[src/include/card_pkg.sv]
package card_pkg;
   localparam int ADDR_W = 20;
   localparam int DATA_W = 32;
   localparam int CSR_W = 16;
   localparam int ID_W = 16;
   localparam int VEC_W = 8;
   localparam int BIT_IDX_W = 4;
   localparam int BIT_IDX_LSB = 2;

   localparam logic [ADDR_W-1:0] CSR_BASE = 20'h10000;
   localparam logic [ADDR_W-1:0] CSR_BIT_LAST = 20'h1003C;
   localparam logic [ADDR_W-1:0] CSR_END = 20'h1004B;
   localparam logic [ADDR_W-1:0] FLUSH_ALL_ADDR = 20'h10044;
   localparam logic [ADDR_W-1:0] FLUSH_DATA_ADDR = 20'h10048;
   localparam logic [ADDR_W-1:0] ID_ADDR = 20'h14000;
   localparam logic [1:0] WORD_ALIGNED = 2'h0;

   localparam int BIT_RESET = 0;
   localparam int BIT_HALT = 1;
   localparam int BIT_HOST_IRQ = 2;
   localparam int BIT_ERROR = 3;
   localparam int BIT_ALIGN = 11;
   localparam int BIT_LOCAL_IRQ = 13;
   localparam int BIT_CACHE_OFF = 14;

   localparam logic [CSR_W-1:0] CSR_SW_MASK = 16'h680F;
   localparam logic [CSR_W-1:0] RSVD_HI_MASK = 16'h9000;
   localparam logic [CSR_W-1:0] RSVD_BUS_MASK = 16'h07F0;
   localparam logic [CSR_W-1:0] CSR_RESET = 16'h4002;
   localparam logic [VEC_W-1:0] ID_FILL = 8'h00;

   typedef enum logic [1:0]
   {
      ST_IDLE = 2'b01,
      ST_ANSWER = 2'b10
   } bus_state_t;
endpackage : card_pkg

[src/include/csr_access_if.sv]
interface csr_access_if;
   logic [card_pkg::CSR_W-1:0] bit_we;
   logic bit_val;
   logic flush_all;
   logic flush_data;
   logic csr_rd;
   logic id_rd;
   logic answer;

   modport decoder (output bit_we, output bit_val, output flush_all, output flush_data,
                    output csr_rd, output id_rd, output answer);
   modport core (input bit_we, input bit_val, input flush_all, input flush_data,
                 input csr_rd, input id_rd, input answer);
endinterface : csr_access_if

[src/logic/card_bus_decode.sv]
module card_bus_decode
   import card_pkg::*;
(
   input wire logic clk_i,
   input wire logic rstn_i,
   input wire logic ce_i,
   input wire logic bus_req_i,
   input wire logic bus_wr_i,
   input wire logic [ADDR_W-1:0] bus_addr_i,
   input wire logic bus_wbit_i,
   csr_access_if.decoder acc
);
   bus_state_t state_reg;
   bus_state_t state_next;
   logic take;
   logic in_bit_window;
   logic in_csr_window;
   logic [BIT_IDX_W-1:0] bit_idx;

   // one request per answer: a request seen while answering is dropped
   assign take = bus_req_i && (state_reg == ST_IDLE);
   assign in_bit_window = (bus_addr_i >= CSR_BASE) && (bus_addr_i <= CSR_BIT_LAST)
                          && (bus_addr_i[1:0] == WORD_ALIGNED);
   assign in_csr_window = (bus_addr_i >= CSR_BASE) && (bus_addr_i <= CSR_END);
   assign bit_idx = bus_addr_i[BIT_IDX_LSB +: BIT_IDX_W];

   always_comb
   begin
      state_next = state_reg;
      acc.bit_we = '0;
      acc.bit_val = bus_wbit_i;
      acc.flush_all = 1'b0;
      acc.flush_data = 1'b0;
      acc.csr_rd = 1'b0;
      acc.id_rd = 1'b0;
      unique case (state_reg)
         ST_IDLE:
         begin
            if (take)
            begin
               state_next = ST_ANSWER;
               // each write address carries exactly one control bit
               if (bus_wr_i && in_bit_window)
               begin
                  acc.bit_we = CSR_W'(1) << bit_idx;
               end
               acc.flush_all = (bus_addr_i == FLUSH_ALL_ADDR);
               acc.flush_data = (bus_addr_i == FLUSH_DATA_ADDR);
               acc.csr_rd = !bus_wr_i && in_csr_window;
               acc.id_rd = !bus_wr_i && (bus_addr_i == ID_ADDR);
            end
         end
         ST_ANSWER:
         begin
            state_next = ST_IDLE;
         end
      endcase
   end

   always_ff @(posedge clk_i or negedge rstn_i)
   begin
      if (!rstn_i)
      begin
         state_reg <= ST_IDLE;
      end
      else if (ce_i)
      begin
         state_reg <= state_next;
      end
   end

   assign acc.answer = (state_reg == ST_ANSWER);
endmodule : card_bus_decode

[src/logic/coprocessor_card_control_status.sv]
// Functional notes
// csr is 16 bits, read back on a 32-bit transfer, upper half undefined.
// a csr write changes only the one bit selected by its address.
// bits 15 and 12 read zero and ignore writes.
// bit 14 turns the virtual cache off; powerup reset sets it.
// access at 0x10044 flushes whole cache, at 0x10048 only data part.
// bit 13 is software-only and drives the local level 15 interrupt.
// bit 11 is set by an alignment fault and held until software clears.
// bits 4 to 10 are reserved and always read zero.
// bit 3 is set only by a bus fault during a main-memory access; a software write of 1 to 0x1000C also sets it.
// that same bus fault also raises a memory exception to the processor.
// bit 2 drives the level 15 interrupt to the host; powerup clears it.
// halt bit is set on every card reset; processor idles until cleared.
// setting halt stops the card synchronously; clearing resumes where it stopped.
// writing bit 0 resets the card; board bus reset clears it.
// card_id_vector shows id low byte first, then an 8-bit interrupt vector.
// host polls each slot's card_id_vector during self-configuration.
// no self-generated bus error can set the error flag.
// interrupt outputs follow their bits and drop the cycle after a clear.
module coprocessor_card_control_status
   import card_pkg::*;
#(
   // arbitrary value, stands in for the card's id low byte
   parameter logic [VEC_W-1:0] ID_LOW_BYTE = 8'h5A
)
(
   input wire logic clk_i,
   input wire logic rstn_i,
   input wire logic ce_i,
   input wire logic bus_req_i,
   input wire logic bus_wr_i,
   input wire logic [ADDR_W-1:0] bus_addr_i,
   input wire logic [DATA_W-1:0] bus_wdata_i,
   output logic [DATA_W-1:0] bus_rdata_o,
   output logic bus_ack_o,
   input wire logic board_bus_reset_i,
   input wire logic alignment_fault_i,
   input wire logic mem_bus_fault_i,
   input wire logic mem_access_i,
   input wire logic vector_load_i,
   input wire logic [VEC_W-1:0] vector_i,
   output logic cache_disable_o,
   output logic cache_flush_all_o,
   output logic cache_flush_data_o,
   output logic local_level15_irq_request_o,
   output logic host_level15_irq_request_o,
   output logic mem_exception_o,
   output logic cpu_halt_o,
   output logic card_reset_o
);
   csr_access_if acc ();

   logic brst_meta_reg;
   logic brst_meta_next;
   logic brst_sync_reg;
   logic brst_sync_next;
   logic [CSR_W-1:0] csr_reg;
   logic [CSR_W-1:0] csr_next;
   logic [CSR_W-1:0] hw_set;
   logic [CSR_W-1:0] hw_clr;
   logic [ID_W-1:0] id_reg;
   logic [ID_W-1:0] id_next;
   logic [DATA_W-1:0] rdata_reg;
   logic [DATA_W-1:0] rdata_next;
   logic flush_all_reg;
   logic flush_all_next;
   logic flush_data_reg;
   logic flush_data_next;
   logic mem_exc_reg;
   logic mem_exc_next;
   logic mem_fault_hit;

   card_bus_decode u_decode
   (
      .clk_i (clk_i),
      .rstn_i (rstn_i),
      .ce_i (ce_i),
      .bus_req_i (bus_req_i),
      .bus_wr_i (bus_wr_i),
      .bus_addr_i (bus_addr_i),
      .bus_wbit_i (bus_wdata_i[0]),
      .acc (acc)
   );

   // board bus reset arrives from another board: two stages before use
   always_comb
   begin
      brst_meta_next = board_bus_reset_i;
      brst_sync_next = brst_meta_reg;
   end

   always_ff @(posedge clk_i or negedge rstn_i)
   begin
      if (!rstn_i)
      begin
         brst_meta_reg <= 1'b0;
         brst_sync_reg <= 1'b0;
      end
      else if (ce_i)
      begin
         brst_meta_reg <= brst_meta_next;
         brst_sync_reg <= brst_sync_next;
      end
   end

   // only a fault seen while the card itself reaches main memory counts;
   // the card never drives the fault or fail lines, so apart from a software write nothing else sets it
   assign mem_fault_hit = mem_bus_fault_i && mem_access_i;

   always_comb
   begin
      hw_set = '0;
      hw_clr = '0;
      hw_set[BIT_ALIGN] = alignment_fault_i;
      hw_set[BIT_ERROR] = mem_fault_hit;
      // a pending card reset or a board reset both hold the processor halted
      hw_set[BIT_HALT] = csr_reg[BIT_RESET] || brst_sync_reg;
      hw_clr[BIT_RESET] = brst_sync_reg;
   end

   // hardware set beats a software clear in the same cycle, so no event is lost
   for (genvar i = 0; i < CSR_W; i++)
   begin : g_csr_bit
      if (CSR_SW_MASK[i])
      begin : g_live
         assign csr_next[i] = hw_set[i] || (!hw_clr[i] && (acc.bit_we[i] ? acc.bit_val : csr_reg[i]));
      end
      else
      begin : g_rsvd
         assign csr_next[i] = 1'b0;
      end
   end

   always_comb
   begin
      id_next = id_reg;
      if (vector_load_i)
      begin
         id_next = {ID_FILL, vector_i};
      end
      // upper half of the word is undefined; driven as zero to keep it stable
      rdata_next = '0;
      if (acc.csr_rd)
      begin
         rdata_next = {{(DATA_W-CSR_W){1'b0}}, csr_reg};
      end
      else if (acc.id_rd)
      begin
         rdata_next = {{(DATA_W-ID_W){1'b0}}, id_reg};
      end
      flush_all_next = acc.flush_all;
      flush_data_next = acc.flush_data;
      mem_exc_next = mem_fault_hit;
   end

   always_ff @(posedge clk_i or negedge rstn_i)
   begin
      if (!rstn_i)
      begin
         csr_reg <= CSR_RESET;
         id_reg <= {ID_FILL, ID_LOW_BYTE};
         rdata_reg <= '0;
         flush_all_reg <= 1'b0;
         flush_data_reg <= 1'b0;
         mem_exc_reg <= 1'b0;
      end
      else if (ce_i)
      begin
         csr_reg <= csr_next;
         id_reg <= id_next;
         rdata_reg <= rdata_next;
         flush_all_reg <= flush_all_next;
         flush_data_reg <= flush_data_next;
         mem_exc_reg <= mem_exc_next;
      end
   end

   assign bus_rdata_o = rdata_reg;
   assign bus_ack_o = acc.answer;
   assign cache_disable_o = csr_reg[BIT_CACHE_OFF];
   assign cache_flush_all_o = flush_all_reg;
   assign cache_flush_data_o = flush_data_reg;
   assign local_level15_irq_request_o = csr_reg[BIT_LOCAL_IRQ];
   assign host_level15_irq_request_o = csr_reg[BIT_HOST_IRQ];
   assign mem_exception_o = mem_exc_reg;
   // halt is a level the processor samples at instruction boundaries, which
   // is what makes the stop synchronous and the resume exact
   assign cpu_halt_o = csr_reg[BIT_HALT];
   assign card_reset_o = csr_reg[BIT_RESET];
endmodule : coprocessor_card_control_status

[config.mk]
export PLATFORM = sky130hd
export DESIGN_NAME = coprocessor_card_control_status
export DESIGN_NICKNAME = d
export VERILOG_FILES = /design/src/include/card_pkg.sv /design/src/include/csr_access_if.sv /design/src/logic/card_bus_decode.sv /design/src/logic/coprocessor_card_control_status.sv
export SDC_FILE = /design/constraint.sdc
export NUM_CORES = 1
export LEC_CHECK = 0
export BUFFER_PORTS_ARGS = -buffer_cell sky130_fd_sc_hd__buf_2
export CORE_AREA = 3 3 55 96
export DETAILED_ROUTE_END_ITERATION = 10
export DIE_AREA = 0 0 58 99
export GPL_TIMING_DRIVEN = 0
export PLACE_DENSITY = 0.74
export SKIP_CTS_REPAIR_TIMING = 1
export SYNTH_ARGS = -nofsm -noshare
export SYNTH_HDL_FRONTEND = slang
export SYNTH_SLANG_ARGS = --single-unit
export TNS_END_PERCENT = 30
[constraint.sdc]
create_clock -name clk_i -period 1.9 [get_ports clk_i]
set_clock_uncertainty 0.15 [all_clocks]
set_input_delay 0.38 -clock clk_i [delete_from_list [all_inputs] [get_ports clk_i]]
set_output_delay 0.38 -clock clk_i [all_outputs]
set_load 0.005 [all_outputs]
After elaboration in Yosys (flattened, before gate mapping)

Cells that the tools add are included.

Flip-flop bits (word level): 54
Output and inout bits: 41
Logic and storage cells: 62

Multiplexer cells: 19
Eq/ne operators: 6
Shift operators: 1
Magnitude comparators: 3
Reduce and logical (&&, ||, !) cells: 21

Operator list:

| kind                                                                                  | number |
|---|---|
| 20-bit by 17-bit equality test with 1-bit output, second input constant               | 3 |
| 15-bit 2-to-1 mux                                                                     | 3 |
| 20-bit by 17-bit less-or-equal comparator with 1-bit output, second input constant    | 2 |
| 32-bit 2-to-1 mux                                                                     | 1 |
| 20-bit by 17-bit greater-or-equal comparator with 1-bit output, second input constant | 1 |
| 1-bit by 4-bit left shift with 15-bit output, first input constant                    | 1 |
| 1-bit 2-to-1 mux                                                                      | 12 |
| 2-bit AND reduction                                                                   | 5 |
| 1-bit logical AND                                                                     | 9 |
| 8-bit 2-to-1 mux                                                                      | 1 |
| 1-bit logical OR                                                                      | 4 |
| 2-bit one-hot mux with 2 select lines                                                 | 1 |
| 2-bit by 1-bit equality test with 1-bit output, second input constant                 | 1 |
| 2-bit equality test, second input constant                                            | 1 |
| 1-bit zero test                                                                       | 2 |
| 2-bit zero test                                                                       | 1 |
| 2-bit 2-to-1 mux                                                                      | 1 |
| 2-bit by 1-bit != test with 1-bit output, second input constant                       | 1 |

Depth between registers and ports, before layout

Depth after elaboration: 9
Gate-level depth with buffers: 5
Depth with buffers taken out: 4

By module

Synthesis repeated with hierarchy kept, for this count alone.

Cells, all modules: 204
Area total of the unflattened synthesis: 2,025.7 µm²

Modules (own cells, without submodules):

| module                          | instances | cells an instance | area each (µm²) |
|---|---|---|---|
| coprocessor_card_control_status | 1         | 132               | 1,483.9 |
| card_bus_decode                 | 1         | 72                | 541.8 |

Worst setup path after synthesis

OpenSTA, ideal clock, no wires.

Path kind: input port to flip-flop
From: input bus_addr_i[0]
To: register csr_reg[2]
Stages on the path: 4
Required time: 1.625 ns
Path buffers: 0
Setup slack: -0.126 ns
Arrival: 1.751 ns
Cell sequence: or4b_4 or2_4 nor4_1 mux2_2

Longest elaborated chain between the ends: 8
Elaborated cells on any way between the ends: 10
Those cells by class: 2 x order compare; 3 x mux; 5 x reduce/logical

Ends and longest elaborated chain:

| element                                                                                                                                              | RTL line                               | source |
|---|---|---|
| start: declaration                                                                                                                                   | coprocessor_card_control_status.sv:32  | `input wire logic [ADDR_W-1:0] bus_addr_i,` |
| 20-bit by 17-bit greater-or-equal comparator with 1-bit output / 20-bit by 17-bit less-or-equal comparator with 1-bit output (equally long branches) | card_bus_decode.sv:22                  | `assign in_bit_window = (bus_addr_i >= CSR_BASE) && (bus_addr_i <= CSR_BIT_LAST)` |
| 1-bit logical AND                                                                                                                                    | card_bus_decode.sv:22                  |  |
| 1-bit logical AND *                                                                                                                                  | card_bus_decode.sv:23                  | `&& (bus_addr_i[1:0] == WORD_ALIGNED);` |
| 1-bit logical AND *                                                                                                                                  | card_bus_decode.sv:43                  | `if (bus_wr_i && in_bit_window)` |
| 15-bit 2-to-1 mux *                                                                                                                                  | card_bus_decode.sv:43                  |  |
| 15-bit 2-to-1 mux *                                                                                                                                  | card_bus_decode.sv:39                  | `if (take)` |
| 15-bit 2-to-1 mux *                                                                                                                                  | card_bus_decode.sv:36                  | `unique case (state_reg)` |
| 2-bit AND reduction (no line) *                                                                                                                      | -                                      |  |
| end signal: assignment                                                                                                                               | coprocessor_card_control_status.sv:169 | `csr_reg <= csr_next;` |
| end: declaration                                                                                                                                     | coprocessor_card_control_status.sv:57  | `logic [CSR_W-1:0] csr_reg;` |

Every way passes the cells marked *; elsewhere a longest branch is shown, timed or not.
A chain may end at the register's enable or synchronous reset.

Final worst setup path

From: register u_decode.state_reg[0]
To: register csr_reg[3]

Longest elaborated chain between the ends: 6

Ends and longest elaborated chain:

| element                                          | RTL line                                     | source |
|---|---|---|
| start: declaration                               | card_bus_decode.sv:13                        | `bus_state_t state_reg;` |
| start signal: assignment                         | card_bus_decode.sv:68                        | `state_reg <= state_next;` |
| 2-bit by 1-bit equality test with 1-bit output * | card_bus_decode.sv:21, card_bus_decode.sv:36 |  |
| 1-bit logical AND                                | card_bus_decode.sv:21                        | `assign take = bus_req_i && (state_reg == ST_IDLE);` |
| 15-bit 2-to-1 mux                                | card_bus_decode.sv:39                        |  |
| 15-bit 2-to-1 mux *                              | card_bus_decode.sv:36                        |  |
| 1-bit 2-to-1 mux *                               | coprocessor_card_control_status.sv:126       | `assign csr_next[i] = hw_set[i] \|\| (!hw_clr[i] && (acc.bit_we[i] ? acc.bit_val : csr_reg[i]));` |
| 1-bit logical OR *                               | coprocessor_card_control_status.sv:126       |  |

Marks and branches as above.

==> results by group <==
Clock network
  – H-tree depth: 2
  – Worst skew pair latency: ~0.28 ns
  – CTS Buffer Depth: 2
  – CTS clock-pin slew for the worst setup and hold paths: approximately 0.070 ns
  – Num CTS Buffers: 5
  – CTS tree: done
  – Root Buffer: clkbuf_8
  – CTS sink count: 33

Routing
  – Drt wl/cell: 14.4 um
  – Post-route ant nets: 0
  – Final WL: 4240 um
  – DR DRC count: 0
  – Initial drt markers: 25
  – Vias per cell: around 5
  – Vias post-DR: roughly 1500
  – DR pass1 iterations: 4

STA
  – WHS: -0.00478 ns
  – Slew Limit Fails: 0
  – Fmax: 0.519 GHz
  – Setup TNS: -0.0514 ns
  – Max-slew headroom: about 52%
  – Fin. Hold Viols: 1
  – Final setup fails: 2
  – Worst-margin pin slew: 0.722 ns
  – Final critical-path required period: 1.93 ns
  – Final period util: 101%
  – RSZ-0062 raised after global routing: true
  – Final worst slack: -0.0281 ns

Power
  – Total power: about 1.9 mW
  – P_sw: between 0.4 and 0.5 mW
  – Int Power: 1.46 mW
  – Pleak: 1.18 nW
  – Switching Share: 23.2%
  – VDD IR max: approximately 0.00067 V
  – Seq pwr share: between 40% and 50%
  – Comb pwr share: between 10% and 20%
  – Pwr per Cell Area: 802 nW/um^2
  – Clock Power Share: between 40% and 50%

Finish
  – Max reg flops: 11
  – # fillers: about 450
  – Share of layout cells above drive strength 1: around half
  – Finished Cell Area: roughly 2400 sq um
  – # nets final: ~310
  – Area grow syn2layout: 37.4%
  – Post-Layout Cell Count: 294
  – Core Util, Final: about 51%
  – Antenna cells: 0

Placed design
  – Place WS: -0.409 ns
  – Port buffer count: between 50 and 60
  – Placer Congestion: ~0.8
  – Placed cells: roughly 280
  – Post-DP HPWL: 3300 um
  – Placed cell area: between 2000 and 2500 sq um

Floorplan
  – Die ar.: 5740 sq um
  – Row count: 33
  – Die Height: approximately 99 um
  – Initial core utilization: 37.4%
  – Die Wd: about 58 um
  – I/O Pins: roughly 110
  – Core area: 4620 sq um

Critical path
  – Worst Path Required: between 1.5 and 2 ns
  – Crit Path Max Fanout: 6
  – Kind of critical path: register to register
  – FF-to-FF setup slack: -0.03 ns
  – Slowest stage cell on the critical path: dfstp_2
  – Worst path cell trace: nor4b_4 -> nand4_4 -> or4_4 -> a211oi_2
  – Startpoint types: register
  – Worst Path Arrival: a little under 2 ns
  – Reg-to-Reg End: csr_reg[3]
  – Worst Setup End Kind: register
  – Critical R2R Launch: u_decode.state_reg[0]
  – FF-to-FF path depth: 4
  – CP peak stage delay: between 0.5 and 0.6 ns

Worst hold path
  – Worst Hold Class: input port to asynchronous set/reset pin

Flow run
  – Max_cap viols: 0

Yosys
  – Asr flop ratio synth: 100%
  – Top FF cell, synth: dfrtp_1
  – Seq cells post-synth: 33
  – Warnings from Yosys: 0
  – Most frequent cell after synthesis: dfrtp_1
  – Syn Std Cell Area: around 1700 sq um
  – Post-synth cell types: 38
  – Register area share after synthesis: roughly 48%
  – Cell taking the most area after synthesis: dfrtp_1
  – EDFF count, synth: 0
  – Top cells by area, synth: dfrtp_1 38%, dfstp_2 11%, buf_4 9.1%
  – Post-synth top cells: 26 x dfrtp_1, 21 x buf_4, 13 x mux2_2
  – Cell count after synthesis: 154
  – Area share of the largest cell type after synthesis: roughly 38%
  – Syn avg cell area: ~11 sq um

GRT
  – GRT overflow: 0
  – GRT Total Usage: 15.1%
  – Vias in the first global route: 1436
  – Antenna violations before repair: 0
  – First-pass GRT wire length: approximately 6700 um
  – Largest net degree at the start of global routing: 34

Run status
  – Failing checks: negative hold slack, negative setup slack
  – Outcome: finished with violations
[power by group through the flow]
stage	combinational [mW]	sequential (mW)	clock, mW
3_5_place_dp	0.262	0.830	0
4_1_cts	0.263	0.817	0.799
3_3_place_gp	0.254	0.824	0
6_report	0.309	0.814	0.783
5_1_grt	0.340	0.819	0.843
2_1_floorplan	0.160	0.816	0
[cells by family after synthesis]
logic type             after synthesis  synth area share [%]
multiplexers                        15                  9.62
AO/OA/AOI/OAI                       31                  13.7
other                                1                 0.217
AND/OR/NAND/NOR                     47                  17.7
buffers and inverters               27                  10.5
flip-flops                          33                  48.3
[metal layers]
| metal | up-vias | track usage [%] | share of wire, % | wire length (um) |
|---|---|---|---|---|
| li1 | 708 | - | - | - |
| met1 | 669 | 16.7 | 36 | 1540 |
| met4 | 0 | 9.11 | 3.1 | 130 |
| met2 | 69 | 25.6 | 53 | 2230 |
| met5 | - | 0 | 0 | 0 |
| met3 | 11 | 3.28 | 8.0 | 341 |
[worst max-delay path by stage]
stage / startpoint / end / slack [ns] / cells after the start
2_1_floorplan: bus_addr_i[0] / csr_reg[3] / -0.09 / 4
3_3_place_gp: ce_i / bus_rdata_o[2] / -0.41 / 5
3_5_place_dp: ce_i / bus_rdata_o[0] / -0.41 / 5
4_1_cts: u_decode.state_reg[0] / csr_reg[3] / -0.19 / 4
5_1_grt: u_decode.state_reg[0] / csr_reg[2] / -0.09 / 4
6_report: u_decode.state_reg[0] / csr_reg[3] / -0.03 / 4
[layout make-up]
cell class / count / area [sq um] / share of cell area [%]
multi-input cells: 114 / 846 / 35.6
flip-flops and latches: 33 / 835 / 35.1
repair buffers: 60 / 312 / 13.1
plain buffers: 25 / 178 / 7.48
clock buffers: 5 / 68.8 / 2.90
clock inverters: 3 / 65.1 / 2.74
well taps: 52 / 65.1 / 2.74
inverters: 2 / 7.51 / 0.316
[critical path: cells and delay by family (launching register included)]
family,cells,cell delay [ns]
AO/OA/AOI/OAI,1,0.18
AND/OR/NAND/NOR,3,0.97
flip-flops,1,0.54
[placed cells by master, fill, tap and decap left out, drive strengths merged, types with 3 or more instances in the layout]
cell	instances
dfrtp	26
nand2	6
nor2	5
a32o	3
nor4	3
buf	82
dfstp	7
a22o	5
nand2b	3
a22oi	4
o21ai	3
clkbuf	8
o2bb2ai	6
nand4	3
a21oi	5
mux2	13
nor3	3
nor3b	4
nand3	7
conb	21
Note: power is estimated with default switching activity, not from simulation.
